===== src/core/spi_front_defs.vh =====
`ifndef SPI_FRONT_DEFS_VH
`define SPI_FRONT_DEFS_VH
`define CLK_PERIOD_NS 10
`define HW_RESET_PULSE_MIN_NS 1000
`define HW_RESET_PULSE_MIN_CYC ((`HW_RESET_PULSE_MIN_NS + `CLK_PERIOD_NS - 1) / `CLK_PERIOD_NS)
`define OP_DUAL_OUT 8'h3b
`define OP_DUAL_IO 8'hbb
`define OP_DTR_DUAL_OUT 8'h3d
`define OP_DTR_DUAL_IO 8'hbd
`define OP_QUAD_OUT 8'h6b
`define OP_QUAD_IO 8'heb
`define OP_DTR_QUAD_OUT 8'h6d
`define OP_DTR_QUAD_IO 8'hed
`define OP_QUAD_LOAD_A 8'h32
`define OP_QUAD_LOAD_B 8'h34
`define ADDR_BYTES 2
`endif


===== src/core/spi_front_end.v =====
`timescale 1ns/1ps
`default_nettype none
`include "spi_front_defs.vh"

// Summary of operation
// - Select high: deselected, every lane output enable low.
// - Select low: accept opcode bytes and return read data.
// - No opcode accepted after reset until a select falling edge is seen.
// - Single lane: bits sampled from lane zero on rising clock edges.
// - Single lane: read data shifted out on lane one at falling edges.
// - Dual/quad: lanes captured on rising edges, driven on falling edges.
// - Modes 0 and 3 supported; clock level at select edges is ignored.
// - Dual read opcodes turn lanes zero and one bidirectional.
// - Quad read and quad load opcodes use all four lanes.
// - Opcode byte always latched on rising edges only.
// - Double-edge reads take address and drive data on both edges.
// - Quad enable set disables the write-guard pin function.
// - Guard enable clear: low guard pin protects only protection register, and only with status guard field bit 0 set.
// - Guard enable set and pin low: block every write, program, erase.
// - Guard enable set: quad reads rejected.
// - Block guard field alone selects protected region code; status guard field and guard pin only gate writes.
// - Pause low while selected in single/dual with quad enable clear and no double-edge: float output, ignore inputs.
// - Hardware reset pin overrides every other interface input.
// - Reset pin low at least about 1 us returns to power-on state.
// - Pause starts/ends at pin edge if clock low, else next falling edge.
module spi_front_end #(
   parameter RESET_MIN_CYC = `HW_RESET_PULSE_MIN_CYC
) (
   input wire clock,
   input wire sys_rst,
   input wire sclk_pin,
   input wire select_n_pin,
   input wire hw_reset_n_pin,
   input wire lane_zero_in,
   output reg lane_zero_out,
   output reg lane_zero_oe,
   input wire lane_one_in,
   output reg lane_one_out,
   output reg lane_one_oe,
   input wire lane_two_in,
   output reg lane_two_out,
   output reg lane_two_oe,
   input wire lane_three_in,
   output reg lane_three_out,
   output reg lane_three_oe,
   input wire quad_lane_enable_bit,
   input wire guard_enable_bit,
   input wire dtr_enable_bit,
   input wire [3:0] block_guard_field,
   input wire [1:0] status_guard_field,
   input wire [7:0] read_data,
   output reg read_data_take,
   output reg [7:0] opcode,
   output reg opcode_valid,
   output reg [7:0] rx_byte,
   output reg rx_byte_valid,
   output reg quad_rejected,
   output reg [3:0] protected_blocks_code,
   output reg array_write_block,
   output reg prot_reg_write_block,
   output reg paused,
   output reg in_reset
);
   localparam ST_IDLE = 4'b0001;
   localparam ST_OPC = 4'b0010;
   localparam ST_ADDR = 4'b0100;
   localparam ST_DATA = 4'b1000;

   wire [6:0] sync_q;
   // Start from the idle pin levels so reset release shows no false edge
   pin_sync #(.W(7), .INIT(7'h6f)) u_sync (
      .clock(clock),
      .sys_rst(sys_rst),
      .async_in({hw_reset_n_pin, select_n_pin, sclk_pin, lane_three_in, lane_two_in, lane_one_in, lane_zero_in}),
      .sync_out(sync_q)
   );
   wire rst_n_s = sync_q[6];
   wire sel_n_s = sync_q[5];
   wire sck_s = sync_q[4];
   wire [3:0] lane_s = sync_q[3:0];

   // Width of a transfer: 1, 2 or 4 lanes
   function [2:0] lanes_of;
      input [7:0] op;
      begin
         case (op)
            `OP_DUAL_OUT, `OP_DUAL_IO, `OP_DTR_DUAL_OUT, `OP_DTR_DUAL_IO: lanes_of = 3'd2;
            `OP_QUAD_OUT, `OP_QUAD_IO, `OP_DTR_QUAD_OUT, `OP_DTR_QUAD_IO,
            `OP_QUAD_LOAD_A, `OP_QUAD_LOAD_B: lanes_of = 3'd4;
            default: lanes_of = 3'd1;
         endcase
      end
   endfunction

   function is_dtr;
      input [7:0] op;
      begin
         is_dtr = (op == `OP_DTR_DUAL_OUT) || (op == `OP_DTR_DUAL_IO) ||
                  (op == `OP_DTR_QUAD_OUT) || (op == `OP_DTR_QUAD_IO);
      end
   endfunction

   function is_read;
      input [7:0] op;
      begin
         is_read = (op != `OP_QUAD_LOAD_A) && (op != `OP_QUAD_LOAD_B);
      end
   endfunction

   reg sck_d_r;
   reg sel_n_d_r;
   reg [3:0] state_r;
   reg armed_r;
   reg [7:0] shift_r;
   reg [3:0] bitcnt_r;
   reg [1:0] addr_cnt_r;
   reg [7:0] tx_r;
   reg [2:0] lanes_r;
   reg dtr_r;
   reg rd_r;
   reg hold_r;
   reg [15:0] rst_cnt_r;
   reg rst_act_r;

   wire sck_rise = sck_s & ~sck_d_r;
   wire sck_fall = ~sck_s & sck_d_r;
   wire sel_fall = ~sel_n_s & sel_n_d_r;
   wire sel_rise = sel_n_s & ~sel_n_d_r;
   // Pause pin only means something in single/dual without double-edge
   wire hold_avail = ~quad_lane_enable_bit & ~dtr_enable_bit & ~dtr_r & (lanes_r != 3'd4);
   wire hold_pin_low = hold_avail & ~lane_s[3];
   wire hold_nxt = hold_pin_low ? (~sck_s | sck_fall | hold_r) : (hold_r & sck_s & ~sck_fall);
   wire act = ~sel_n_s & ~rst_act_r & ~hold_r;
   wire in_edge = dtr_r && state_r == ST_ADDR ? (sck_rise | sck_fall) : sck_rise;
   wire out_edge = dtr_r ? (sck_rise | sck_fall) : sck_fall;

   reg [7:0] sh_nxt;
   reg [3:0] cnt_nxt;
   always @*
   begin
      sh_nxt = shift_r;
      cnt_nxt = bitcnt_r;
      case (lanes_r)
         3'd4:
         begin
            sh_nxt = {shift_r[3:0], lane_s};
            cnt_nxt = bitcnt_r + 4'd4;
         end
         3'd2:
         begin
            sh_nxt = {shift_r[5:0], lane_s[1:0]};
            cnt_nxt = bitcnt_r + 4'd2;
         end
         default:
         begin
            sh_nxt = {shift_r[6:0], lane_s[0]};
            cnt_nxt = bitcnt_r + 4'd1;
         end
      endcase
   end

   always @(posedge clock)
   begin
      if (sys_rst)
      begin
         sck_d_r <= 1'b0;
         sel_n_d_r <= 1'b1;
         state_r <= ST_IDLE;
         armed_r <= 1'b0;
         shift_r <= 8'h00;
         bitcnt_r <= 4'h0;
         addr_cnt_r <= 2'd0;
         tx_r <= 8'h00;
         lanes_r <= 3'd1;
         dtr_r <= 1'b0;
         rd_r <= 1'b0;
         hold_r <= 1'b0;
         rst_cnt_r <= 16'h0000;
         rst_act_r <= 1'b0;
         opcode <= 8'h00;
         opcode_valid <= 1'b0;
         rx_byte <= 8'h00;
         rx_byte_valid <= 1'b0;
         read_data_take <= 1'b0;
         quad_rejected <= 1'b0;
         paused <= 1'b0;
         in_reset <= 1'b0;
         {lane_zero_out, lane_one_out, lane_two_out, lane_three_out} <= 4'h0;
         {lane_zero_oe, lane_one_oe, lane_two_oe, lane_three_oe} <= 4'h0;
         protected_blocks_code <= 4'h0;
         array_write_block <= 1'b0;
         prot_reg_write_block <= 1'b0;
      end
      else
      begin
         sck_d_r <= sck_s;
         sel_n_d_r <= sel_n_s;
         opcode_valid <= 1'b0;
         rx_byte_valid <= 1'b0;
         read_data_take <= 1'b0;
         protected_blocks_code <= block_guard_field;
         // Guard pin inactive as such when it serves as lane two
         array_write_block <= guard_enable_bit & ~quad_lane_enable_bit & ~lane_s[2];
         prot_reg_write_block <= ~quad_lane_enable_bit & ~lane_s[2] &
                                 (guard_enable_bit | status_guard_field[0]);
         // Reset pin wins over everything; pulses shorter than the minimum are filtered
         if (!rst_n_s)
         begin
            if (rst_cnt_r != RESET_MIN_CYC[15:0])
               rst_cnt_r <= rst_cnt_r + 16'd1;
            else
               rst_act_r <= 1'b1;
         end
         else
            rst_cnt_r <= 16'h0000;
         if (rst_act_r)
         begin
            state_r <= ST_IDLE;
            armed_r <= 1'b0;
            hold_r <= 1'b0;
            dtr_r <= 1'b0;
            lanes_r <= 3'd1;
            in_reset <= 1'b1;
            paused <= 1'b0;
            quad_rejected <= 1'b0;
            {lane_zero_oe, lane_one_oe, lane_two_oe, lane_three_oe} <= 4'h0;
            if (rst_n_s)
               rst_act_r <= 1'b0;
         end
         else if (sel_n_s)
         begin
            in_reset <= 1'b0;
            // Deselect floats every lane and drops any partial instruction
            {lane_zero_oe, lane_one_oe, lane_two_oe, lane_three_oe} <= 4'h0;
            state_r <= ST_IDLE;
            hold_r <= 1'b0;
            paused <= 1'b0;
            lanes_r <= 3'd1;
            dtr_r <= 1'b0;
            bitcnt_r <= 4'h0;
            if (sel_rise)
               quad_rejected <= 1'b0;
         end
         else
         begin
            in_reset <= 1'b0;
            hold_r <= hold_nxt;
            paused <= hold_nxt;
            if (hold_r && hold_nxt)
               {lane_zero_oe, lane_one_oe, lane_two_oe, lane_three_oe} <= 4'h0;
            else if (hold_r && state_r == ST_DATA)
            begin
               // Resume drives the held bit again without waiting for a clock edge
               lane_one_oe <= 1'b1;
               lane_zero_oe <= (lanes_r == 3'd2);
            end
            if (sel_fall)
            begin
               armed_r <= 1'b1;
               state_r <= armed_r | 1'b1 ? ST_OPC : ST_IDLE;
               bitcnt_r <= 4'h0;
               lanes_r <= 3'd1;
            end
            else if (act)
            begin
               case (state_r)
                  ST_OPC:
                  begin
                     if (sck_rise)
                     begin
                        shift_r <= sh_nxt;
                        bitcnt_r <= cnt_nxt;
                        if (cnt_nxt == 4'd8)
                        begin
                           bitcnt_r <= 4'h0;
                           opcode <= sh_nxt;
                           opcode_valid <= 1'b1;
                           addr_cnt_r <= 2'd0;
                           rd_r <= is_read(sh_nxt);
                           if (guard_enable_bit && lanes_of(sh_nxt) == 3'd4 && is_read(sh_nxt))
                           begin
                              quad_rejected <= 1'b1;
                              state_r <= ST_IDLE;
                           end
                           else if (lanes_of(sh_nxt) == 3'd4 && !quad_lane_enable_bit)
                              state_r <= ST_IDLE;
                           else
                           begin
                              lanes_r <= lanes_of(sh_nxt);
                              dtr_r <= is_dtr(sh_nxt);
                              state_r <= ST_ADDR;
                           end
                        end
                     end
                  end
                  ST_ADDR:
                  begin
                     if (in_edge)
                     begin
                        shift_r <= sh_nxt;
                        bitcnt_r <= cnt_nxt;
                        if (cnt_nxt == 4'd8)
                        begin
                           bitcnt_r <= 4'h0;
                           rx_byte <= sh_nxt;
                           rx_byte_valid <= 1'b1;
                           addr_cnt_r <= addr_cnt_r + 2'd1;
                           if (addr_cnt_r == `ADDR_BYTES - 1 || !rd_r)
                           begin
                              state_r <= rd_r ? ST_DATA : ST_ADDR;
                              tx_r <= read_data;
                              read_data_take <= rd_r;
                           end
                        end
                     end
                  end
                  ST_DATA:
                  begin
                     if (out_edge)
                     begin
                        case (lanes_r)
                           3'd4:
                           begin
                              {lane_three_out, lane_two_out, lane_one_out, lane_zero_out} <= tx_r[7:4];
                              {lane_three_oe, lane_two_oe, lane_one_oe, lane_zero_oe} <= 4'hf;
                              tx_r <= {tx_r[3:0], 4'h0};
                           end
                           3'd2:
                           begin
                              {lane_one_out, lane_zero_out} <= tx_r[7:6];
                              {lane_one_oe, lane_zero_oe} <= 2'b11;
                              tx_r <= {tx_r[5:0], 2'b00};
                           end
                           default:
                           begin
                              lane_one_out <= tx_r[7];
                              lane_one_oe <= 1'b1;
                              tx_r <= {tx_r[6:0], 1'b0};
                           end
                        endcase
                        bitcnt_r <= cnt_nxt;
                        if (cnt_nxt == 4'd8)
                        begin
                           bitcnt_r <= 4'h0;
                           tx_r <= read_data;
                           read_data_take <= 1'b1;
                        end
                     end
                  end
                  default: state_r <= ST_IDLE;
               endcase
            end
         end
      end
   end
endmodule // spi_front_end
`default_nettype wire


===== src/core/pin_sync.v =====
`timescale 1ns/1ps
`default_nettype none
// Two-flop synchroniser for a bundle of pin levels
module pin_sync #(
   parameter W = 1,
   parameter [W-1:0] INIT = {W{1'b0}}
) (
   input wire clock,
   input wire sys_rst,
   input wire [W-1:0] async_in,
   output reg [W-1:0] sync_out
);
   reg [W-1:0] meta_r;

   always @(posedge clock)
   begin
      if (sys_rst)
      begin
         meta_r <= INIT;
         sync_out <= INIT;
      end
      else
      begin
         meta_r <= async_in;
         sync_out <= meta_r;
      end
   end
endmodule // pin_sync
`default_nettype wire


===== config.mk =====
export PLATFORM = sky130hd
export DESIGN_NAME = spi_front_end
export DESIGN_NICKNAME = d
export VERILOG_FILES = /design/src/core/spi_front_end.v /design/src/core/pin_sync.v
export VERILOG_INCLUDE_DIRS = /design/src /design/src/core
export SDC_FILE = /design/constraint.sdc
export NUM_CORES = 1
export LEC_CHECK = 0
export ABC_AREA = 1
export BUFFER_PORTS_ARGS = -buffer_cell sky130_fd_sc_hd__buf_4
export CORE_MARGIN = 1.5
export CORE_UTILIZATION = 51
export DETAILED_ROUTE_END_ITERATION = 12
export PLACE_DENSITY = 0.75
export SLEW_MARGIN = 30
export SYNTH_ARGS = -nofsm -noshare
export SYNTH_HDL_FRONTEND = slang
export SYNTH_SLANG_ARGS = --single-unit

===== constraint.sdc =====
create_clock -name clock -period 3.1 [get_ports clock]
set_input_delay 0.62 -clock clock [delete_from_list [all_inputs] [get_ports clock]]
set_output_delay 0.62 -clock clock [all_outputs]
set_load 0.05 [all_outputs]

# --- Word-level counts from Yosys, hierarchy flattened ---
# Cells that the tools add are included.
op_classes:
  n_addsub: 5
  eq_ne: 40
  mux: 103
  bitwise: 41
  reduce_logical: 48
op_table:
  columns: ["cell", "count"]
  rows:
  - ["AND reduction 7 bit", 9]
  - ["two-way mux 3 bit", 19]
  - ["two-way mux 4 bit", 13]
  - ["case mux 8 bit (2 select lines)", 3]
  - ["two-way mux 1 bit", 47]
  - ["two-way mux 8 bit", 5]
  - ["equality test 8 x 6 -> 1 bit (second input constant)", 4]
  - ["equality test 8 bit (second input constant)", 4]
  - ["case mux 4 bit (3 select lines)", 2]
  - ["inverter 1 bit", 21]
  - ["AND reduction 6 bit", 3]
  - ["AND reduction 9 bit", 2]
  - ["nonzero test 2 bit", 9]
  - ["adder 16 x 1 -> 16 bit (second input constant)", 1]
  - ["AND 1 bit", 16]
  - ["equality test 8 x 7 -> 1 bit (second input constant)", 2]
  - ["inequality test 16 x 7 -> 1 bit (second input constant)", 1]
  - ["inequality test 8 x 6 -> 1 bit (second input constant)", 2]
  - ["two-way mux 7 bit", 2]
  - ["case mux 7 bit (2 select lines)", 1]
  - ["OR reduction 7 bit", 2]
  - ["two-way mux 2 bit", 6]
  - ["inequality test 2 bit (second input constant)", 6]
  - ["inequality test 3 bit (second input constant)", 4]
  - ["other kinds (28)", 53]
word_totals:
  reg_bits: 99
  inputBits: 26
  out_inout_bits: 36
  wordCells: 271

# --- Longest topological paths before layout ---
logic_depth:
  word_depth: 34
  ltp_mapped: 16
  depth_no_buf: 16

# --- By module ---
# Synthesis repeated with hierarchy kept, for this count alone.
hier_totals:
  cells_unflattened: 653
  area_unflattened_um2: 4593.2
by_module_without_submodules:
  columns: ["mod", "instances", "cells_per_inst", "area_each_um2", "seq_area_each_um2"]
  rows:
  - ["spi_front_end", 1, 609, 4192.8, 1701.6]
  - ["pin_sync", 1, 44, 400.4, 280.3]

# --- Worst setup path before layout ---
# OpenSTA, ideal clock, no wires.
synth_timing:
  path_kind: "register -> register"
  startpoint: "register lanes_r[1]"
  endpoint: "register rd_r"
  setup_ns: 0.118
  t_arrival_ns: 1.738
  t_required_ns: 2.982
  setup_slack_ns: 1.244
  stages_incl_launch_ff: 16
  n_path_buf: 2
  cell_sequence: "dfxtp_1 -> nor2_4 -> nand2_4 -> buf_4 -> nand2_1 -> o21ai_2 -> nand2_2 -> nor2_1 -> nand2_2 -> inv_2 -> nand2_4 -> inv_4 -> nand2_4 -> buf_6 -> o21ai_1 -> a21oi_1"
synth_via:
  elab_chain_len: 4
synth_lines:
  columns: ["element", "line", "text"]
  rows:
  - ["start: declaration", "spi_front_end.v:118", "reg [2:0] lanes_r;"]
  - ["start signal: assignment", "spi_front_end.v:289", "lanes_r <= lanes_of(sh_nxt);"]
  - ["equality test 3 x 2 -> 1 bit or equality test 3 bit (tied branches)", "spi_front_end.v:143", "case (lanes_r)"]
  - ["case mux 4 bit (2 select lines) or case mux 8 bit (2 select lines) (tied branches)", "spi_front_end.v:143", null]
  - ["equality test 4 bit or inequality test 8 x 6 -> 1 bit (tied branches)", null, null]
  - ["AND reduction 7 bit (no source line) or logical AND 1 bit (tied branches)", null, null]
  - ["end signal: assignment", "spi_front_end.v:279", "rd_r <= is_read(sh_nxt);"]
  - ["end: declaration", "spi_front_end.v:120", "reg rd_r;"]
# Parallel ways exist; a longest one is shown, timed or not.
# A chain may end at the register's enable or synchronous reset.

# --- Final worst setup path ---
layout_timing:
  startpoint: "register lanes_r[1]"
  endpoint: "register tx_r[2]"
layout_via:
  elab_chain_len: 6
layout_lines:
  columns: ["element", "line", "text"]
  rows:
  - ["equality test 3 x 2 -> 1 bit or equality test 3 bit (tied branches)", "spi_front_end.v:143, spi_front_end.v:321", null]
  - ["case mux 4 bit (2 select lines)", "spi_front_end.v:143", null]
  - ["equality test 4 bit", "spi_front_end.v:302, spi_front_end.v:342", null]
  - ["two-way mux 8 bit", "spi_front_end.v:342", "if (cnt_nxt == 4'd8)"]
  - ["two-way mux 8 bit", "spi_front_end.v:319", "if (out_edge)"]
  - ["case mux 8 bit (2 select lines)", "spi_front_end.v:266", "case (state_r)"]
  - ["end signal: assignment", "spi_front_end.v:311", "tx_r <= read_data;"]
  - ["end signal: assignment", "spi_front_end.v:326", "tx_r <= {tx_r[3:0], 4'h0};"]
  - ["end signal: assignment", "spi_front_end.v:345", "tx_r <= read_data;"]
  - ["end: declaration", "spi_front_end.v:117", "reg [7:0] tx_r;"]
# Parallel ways exist; a longest one is shown, timed or not. The select of a mux whose other input is x is not followed.

==> results.md <==
Power and ir drop:
- The total power divided by cell area is 422.0 nW/µm².
- Of the total power, the clock network draws 0.377.
- IR analysis of the VDD net gives a maximum drop of 0.3300 mV.
- Of the total power, registers draw 0.577.
- The internal power of the cells totals 0.001727 W.
- The switching power is 0.0005095 W.
- The net switching fraction of the power is 0.2278.
- Of the total power, combinational logic draws 0.046.
- The analysis attributes to cell leakage a power of 2.298 nW.

Drt:
- The first detailed-routing pass took 5 iterations.
- In the final routed layout, each cell accounts on average for 12.44 µm.
- The total number of vias is 4156.
- The number of remaining DRC errors is 0.
- The DRC violation total after the first TritonRoute iteration is 187.
- The final layout contains routed wiring with a total length of 10030 µm.
- The antenna violation net count after detailed routing is 0.
- The number of vias per cell after detailed routing is 5.156.

Synthesis:
- The sequential area share after synthesis is 0.4306.
- Of all flip-flops after synthesis, the portion carrying an async set or reset was 0.
- The area fraction of the dominant cell type after synthesis is 0.4306.
- The gate count after technology mapping is 637.
- A synthesized cell averages 7.226 µm².
- The synthesized design contains 0 enable-type register cells.
- By area the synthesized netlist is led by sky130_fd_sc_hd__dfxtp_1, sky130_fd_sc_hd__nand2_1, sky130_fd_sc_hd__inv_1, sky130_fd_sc_hd__a21oi_1, sky130_fd_sc_hd__o21ai_0.
- The yosys synthesis warning count is 0.
- The register bit count reported by yosys is 99.
- The cell area after technology mapping is 4603 µm².
- The most common cell in the synthesized netlist is sky130_fd_sc_hd__nand2_1.
- Summed over all instances, the cell type with the most area after synthesis is sky130_fd_sc_hd__dfxtp_1.
- Yosys mapped the design onto 38 distinct sky130hd cell types.
- The number of nets produced by synthesis is 670.
- In the synthesized netlist the dominant register cell turns out to be sky130_fd_sc_hd__dfxtp_1.
- The commonest cells after synthesis are sky130_fd_sc_hd__nand2_1, sky130_fd_sc_hd__dfxtp_1, sky130_fd_sc_hd__inv_1, sky130_fd_sc_hd__a21oi_1, sky130_fd_sc_hd__nor2_1.

Timing:
- The final critical-path required period is 2.580 ns.
- The worst setup skew after layout is 0.01473 ns.
- The transition time at the pin with the least slew margin is 0.6667 ns.
- Setup repair after global routing left no endpoint under its margin.
- Setup violations remaining at the end of the flow were counted as 0.
- The number of hold violations in the final report is 0.
- The highest achievable clock rate is 0.3876 GHz.
- Setup slack on the critical path of the routed design comes to 0.5199 ns.
- The final count of pins violating max slew was 0.
- The summed negative setup slack over all endpoints is 0 ns.
- The worst slew margin relative to its limit is 0.5539.
- Of the available clock period, the critical path in the final layout requires 0.8323.

Worst setup path:
- The worst setup path is of the reg -> reg kind.
- The arrival time at the worst endpoint is 2.82 ns.
- STA classifies the critical path endpoint as a flip-flop.
- For flop-to-flop paths, the worst setup slack is 0.52 ns.
- For the worst setup path, the data required time is 3.34 ns.
- The kind of start point of the critical path is a flip-flop.
- The path depth of the worst reg2reg path is 13.
- The highest net fanout along the worst path is 13.

CTS:
- In this run the post-CTS setup repair buffer count came out at 0.
- Clock tree synthesis selected as its root buffer the cell sky130_fd_sc_hd__clkbuf_8.
- The number of buffers on the longest clock path is 2.
- The clock latency of the later-clocked register in the worst-skew pair is 0.37 ns.
- The total of hold buffers inserted after clock tree synthesis is 0.
- The H-tree depth is 3.
- After clock tree synthesis, the clock-pin slew on the worst setup and hold paths is 0.10 ns.
- The number of gates resized after CTS is 0.
- Counting every sink on the clock net gives 99.
- In this run, CTS created clock tree buffers numbering 9.
- TritonCTS built the clock tree.

Layout:
- In the final layout, the share of cells above drive strength 1 is 0.1777.
- The filler cell count is 803.
- The combined area of the multi-input logic cells is 2117 µm².
- The antenna diode instance count is 0.
- Compared with the post-synthesis result, the final layout area differs by 15.14%.
- The final instance count without filler cells is 806.
- The final net count is 726.
- The storage element area is 1982 µm².

Floorplan:
- The number of core rows is 34.
- In this run the count of I/O pins placed on the die edge is 62.
- The initial utilization of the core area, before any placement, comes to 0.5278.
- The core region is 8721 µm².
- Measured along the x axis, the die boundary spans 98.01 µm.
- The die covers 9605 µm².
- The die height is 98.01 µm.

Placed design:
- Input and output buffers added on the ports amount to 60.
- The number of placed instances, taps included, is 790.
- The final weighted congestion in routability-driven placement is 0.8826.
- The worst setup slack after placement is 0.5394 ns.
- The half-perimeter wire length of the detailed placement result is 7357 µm.

GRT:
- The via count of the first global-routing pass is 3853.
- The wire length of the first global-routing pass is 16880 µm.
- The initial antenna violation count is 0.
- The global-route usage over all layers is 0.2137.
- The total overflow left after global routing is 0.
- The largest net degree at the start of global routing is 38.

Run status:
- The flow ran to the end, and the final reports show no timing, DRC or antenna violations.

Worst hold path:
- In this run the worst hold path is classified as reg -> reg.
- Along the worst hold path, the cell count comes to 1.

Flow run:
- Across the run, the number of max-cap violations was 0.
==> sequential cells by signal (all words and copies together), names as in the netlist, 2 cells and up <==
name	count
u_sync.meta_r	7
rst_cnt_r	16
opcode	8
rx_byte	8
lanes_r	3
state_r	4
u_sync.sync_out	7
shift_r	7
addr_cnt_r	2
tx_r	8
protected_blocks_code	4
bitcnt_r	4
==> cells by family (layout without fill, tap and decap cells) <==
group,Yosys count,in the layout,share of synthesized area
and+or+nand+nor,263,263,0.2680
AOI/OAI and AO/OA,139,139,0.1593
buffers and inverters,122,183,0.1095
DFF,99,99,0.4306
adders and majority gates,7,7,0.01903
xor gates and xnor gates,6,6,0.01142
muxes,1,1,0.002175
==> critical path, stage by stage, from the launching register on <==
cell and delay [ns]:
sky130_fd_sc_hd__dfxtp_1 0.50, sky130_fd_sc_hd__nand3_2 0.36, sky130_fd_sc_hd__nand2_4 0.32, sky130_fd_sc_hd__inv_4 0.09
sky130_fd_sc_hd__nand2_1 0.09, sky130_fd_sc_hd__nand2_2 0.06, sky130_fd_sc_hd__nor2_1 0.17, sky130_fd_sc_hd__nand3_1 0.09
sky130_fd_sc_hd__nand2_1 0.08, sky130_fd_sc_hd__nand2_1 0.23, sky130_fd_sc_hd__inv_1 0.24, sky130_fd_sc_hd__nand3_1 0.09
sky130_fd_sc_hd__nand2_1 0.07, sky130_fd_sc_hd__a21oi_1 0.04
==> power groups by stage <==
stage	Clock, W	Sequential [W]	Combinational [W]
2_1_floorplan	0	0.00133	0.0000532
6_report	0.000843	0.00129	0.000103
5_1_grt	0.000915	0.00129	0.000115
3_5_place_dp	0	0.00132	0.000103
4_1_cts	0.000865	0.00129	0.000104
3_3_place_gp	0	0.00132	0.000101
==> per-layer routing <==
layer  GRT usage  wire, µm
met1      0.2712      4651
met2      0.3586      4749
met3     0.04796       484
met4     0.07363       141
met5           0         0
==> worst paths after layout <==
check                                                 start                            end
worst min-delay path            u_sync.meta_r[5]$_SDFF_PP1_  u_sync.sync_out[5]$_SDFF_PP1_
worst max register to register      lanes_r[1]$_SDFFE_PP0P_           tx_r[2]$_SDFFE_PP0P_
worst max-delay path                lanes_r[1]$_SDFFE_PP0P_           tx_r[2]$_SDFFE_PP0P_
worst min register to register  u_sync.meta_r[5]$_SDFF_PP1_  u_sync.sync_out[5]$_SDFF_PP1_
==> area by class of cell <==
type | instances | share of cell area
clock buffers | 11 | 0.02668
multi-input cells | 416 | 0.3994
clock inverters | 5 | 0.01133
flip-flops and latches | 99 | 0.3739
well taps | 108 | 0.02550
repair buffers | 62 | 0.08782
inverters | 105 | 0.07531
==> placed cells by master (no fill, tap or decap), drive strengths merged <==
cell,netlist,final
nand4,12,12
inv,105,106
a31oi,2,2
clkinv,0,2
o22ai,5,5
mux2i,1,1
a211oi,3,3
or2,13,13
nand3b,1,1
dfxtp,99,99
ha,7,7
nor2,75,75
nor4,7,7
xnor2,1,1
xor2,5,5
clkinvlp,0,1
nand2,112,112
o21ai,58,58
o211ai,2,2
bufinv,0,1
a221oi,1,1
o21a,2,2
nand3,34,34
nor3,9,9
a21oi,66,66
clkbuf,6,11
buf,11,62
==> through the flow <==
stage                     utilization  area, µm²  hold WS (ns)  total power (W)
after floorplan                     -       4603        0.3883         0.001382
after global placement         0.5846       5099        0.3886         0.001422
after detailed placement       0.5846       5099        0.3928         0.001424
after CTS                      0.6077       5300        0.4106         0.002259
after global routing           0.6077       5300        0.4064         0.002323
final                          0.6077       5300        0.4094         0.002237
Power figures use the tool's default switching activity.
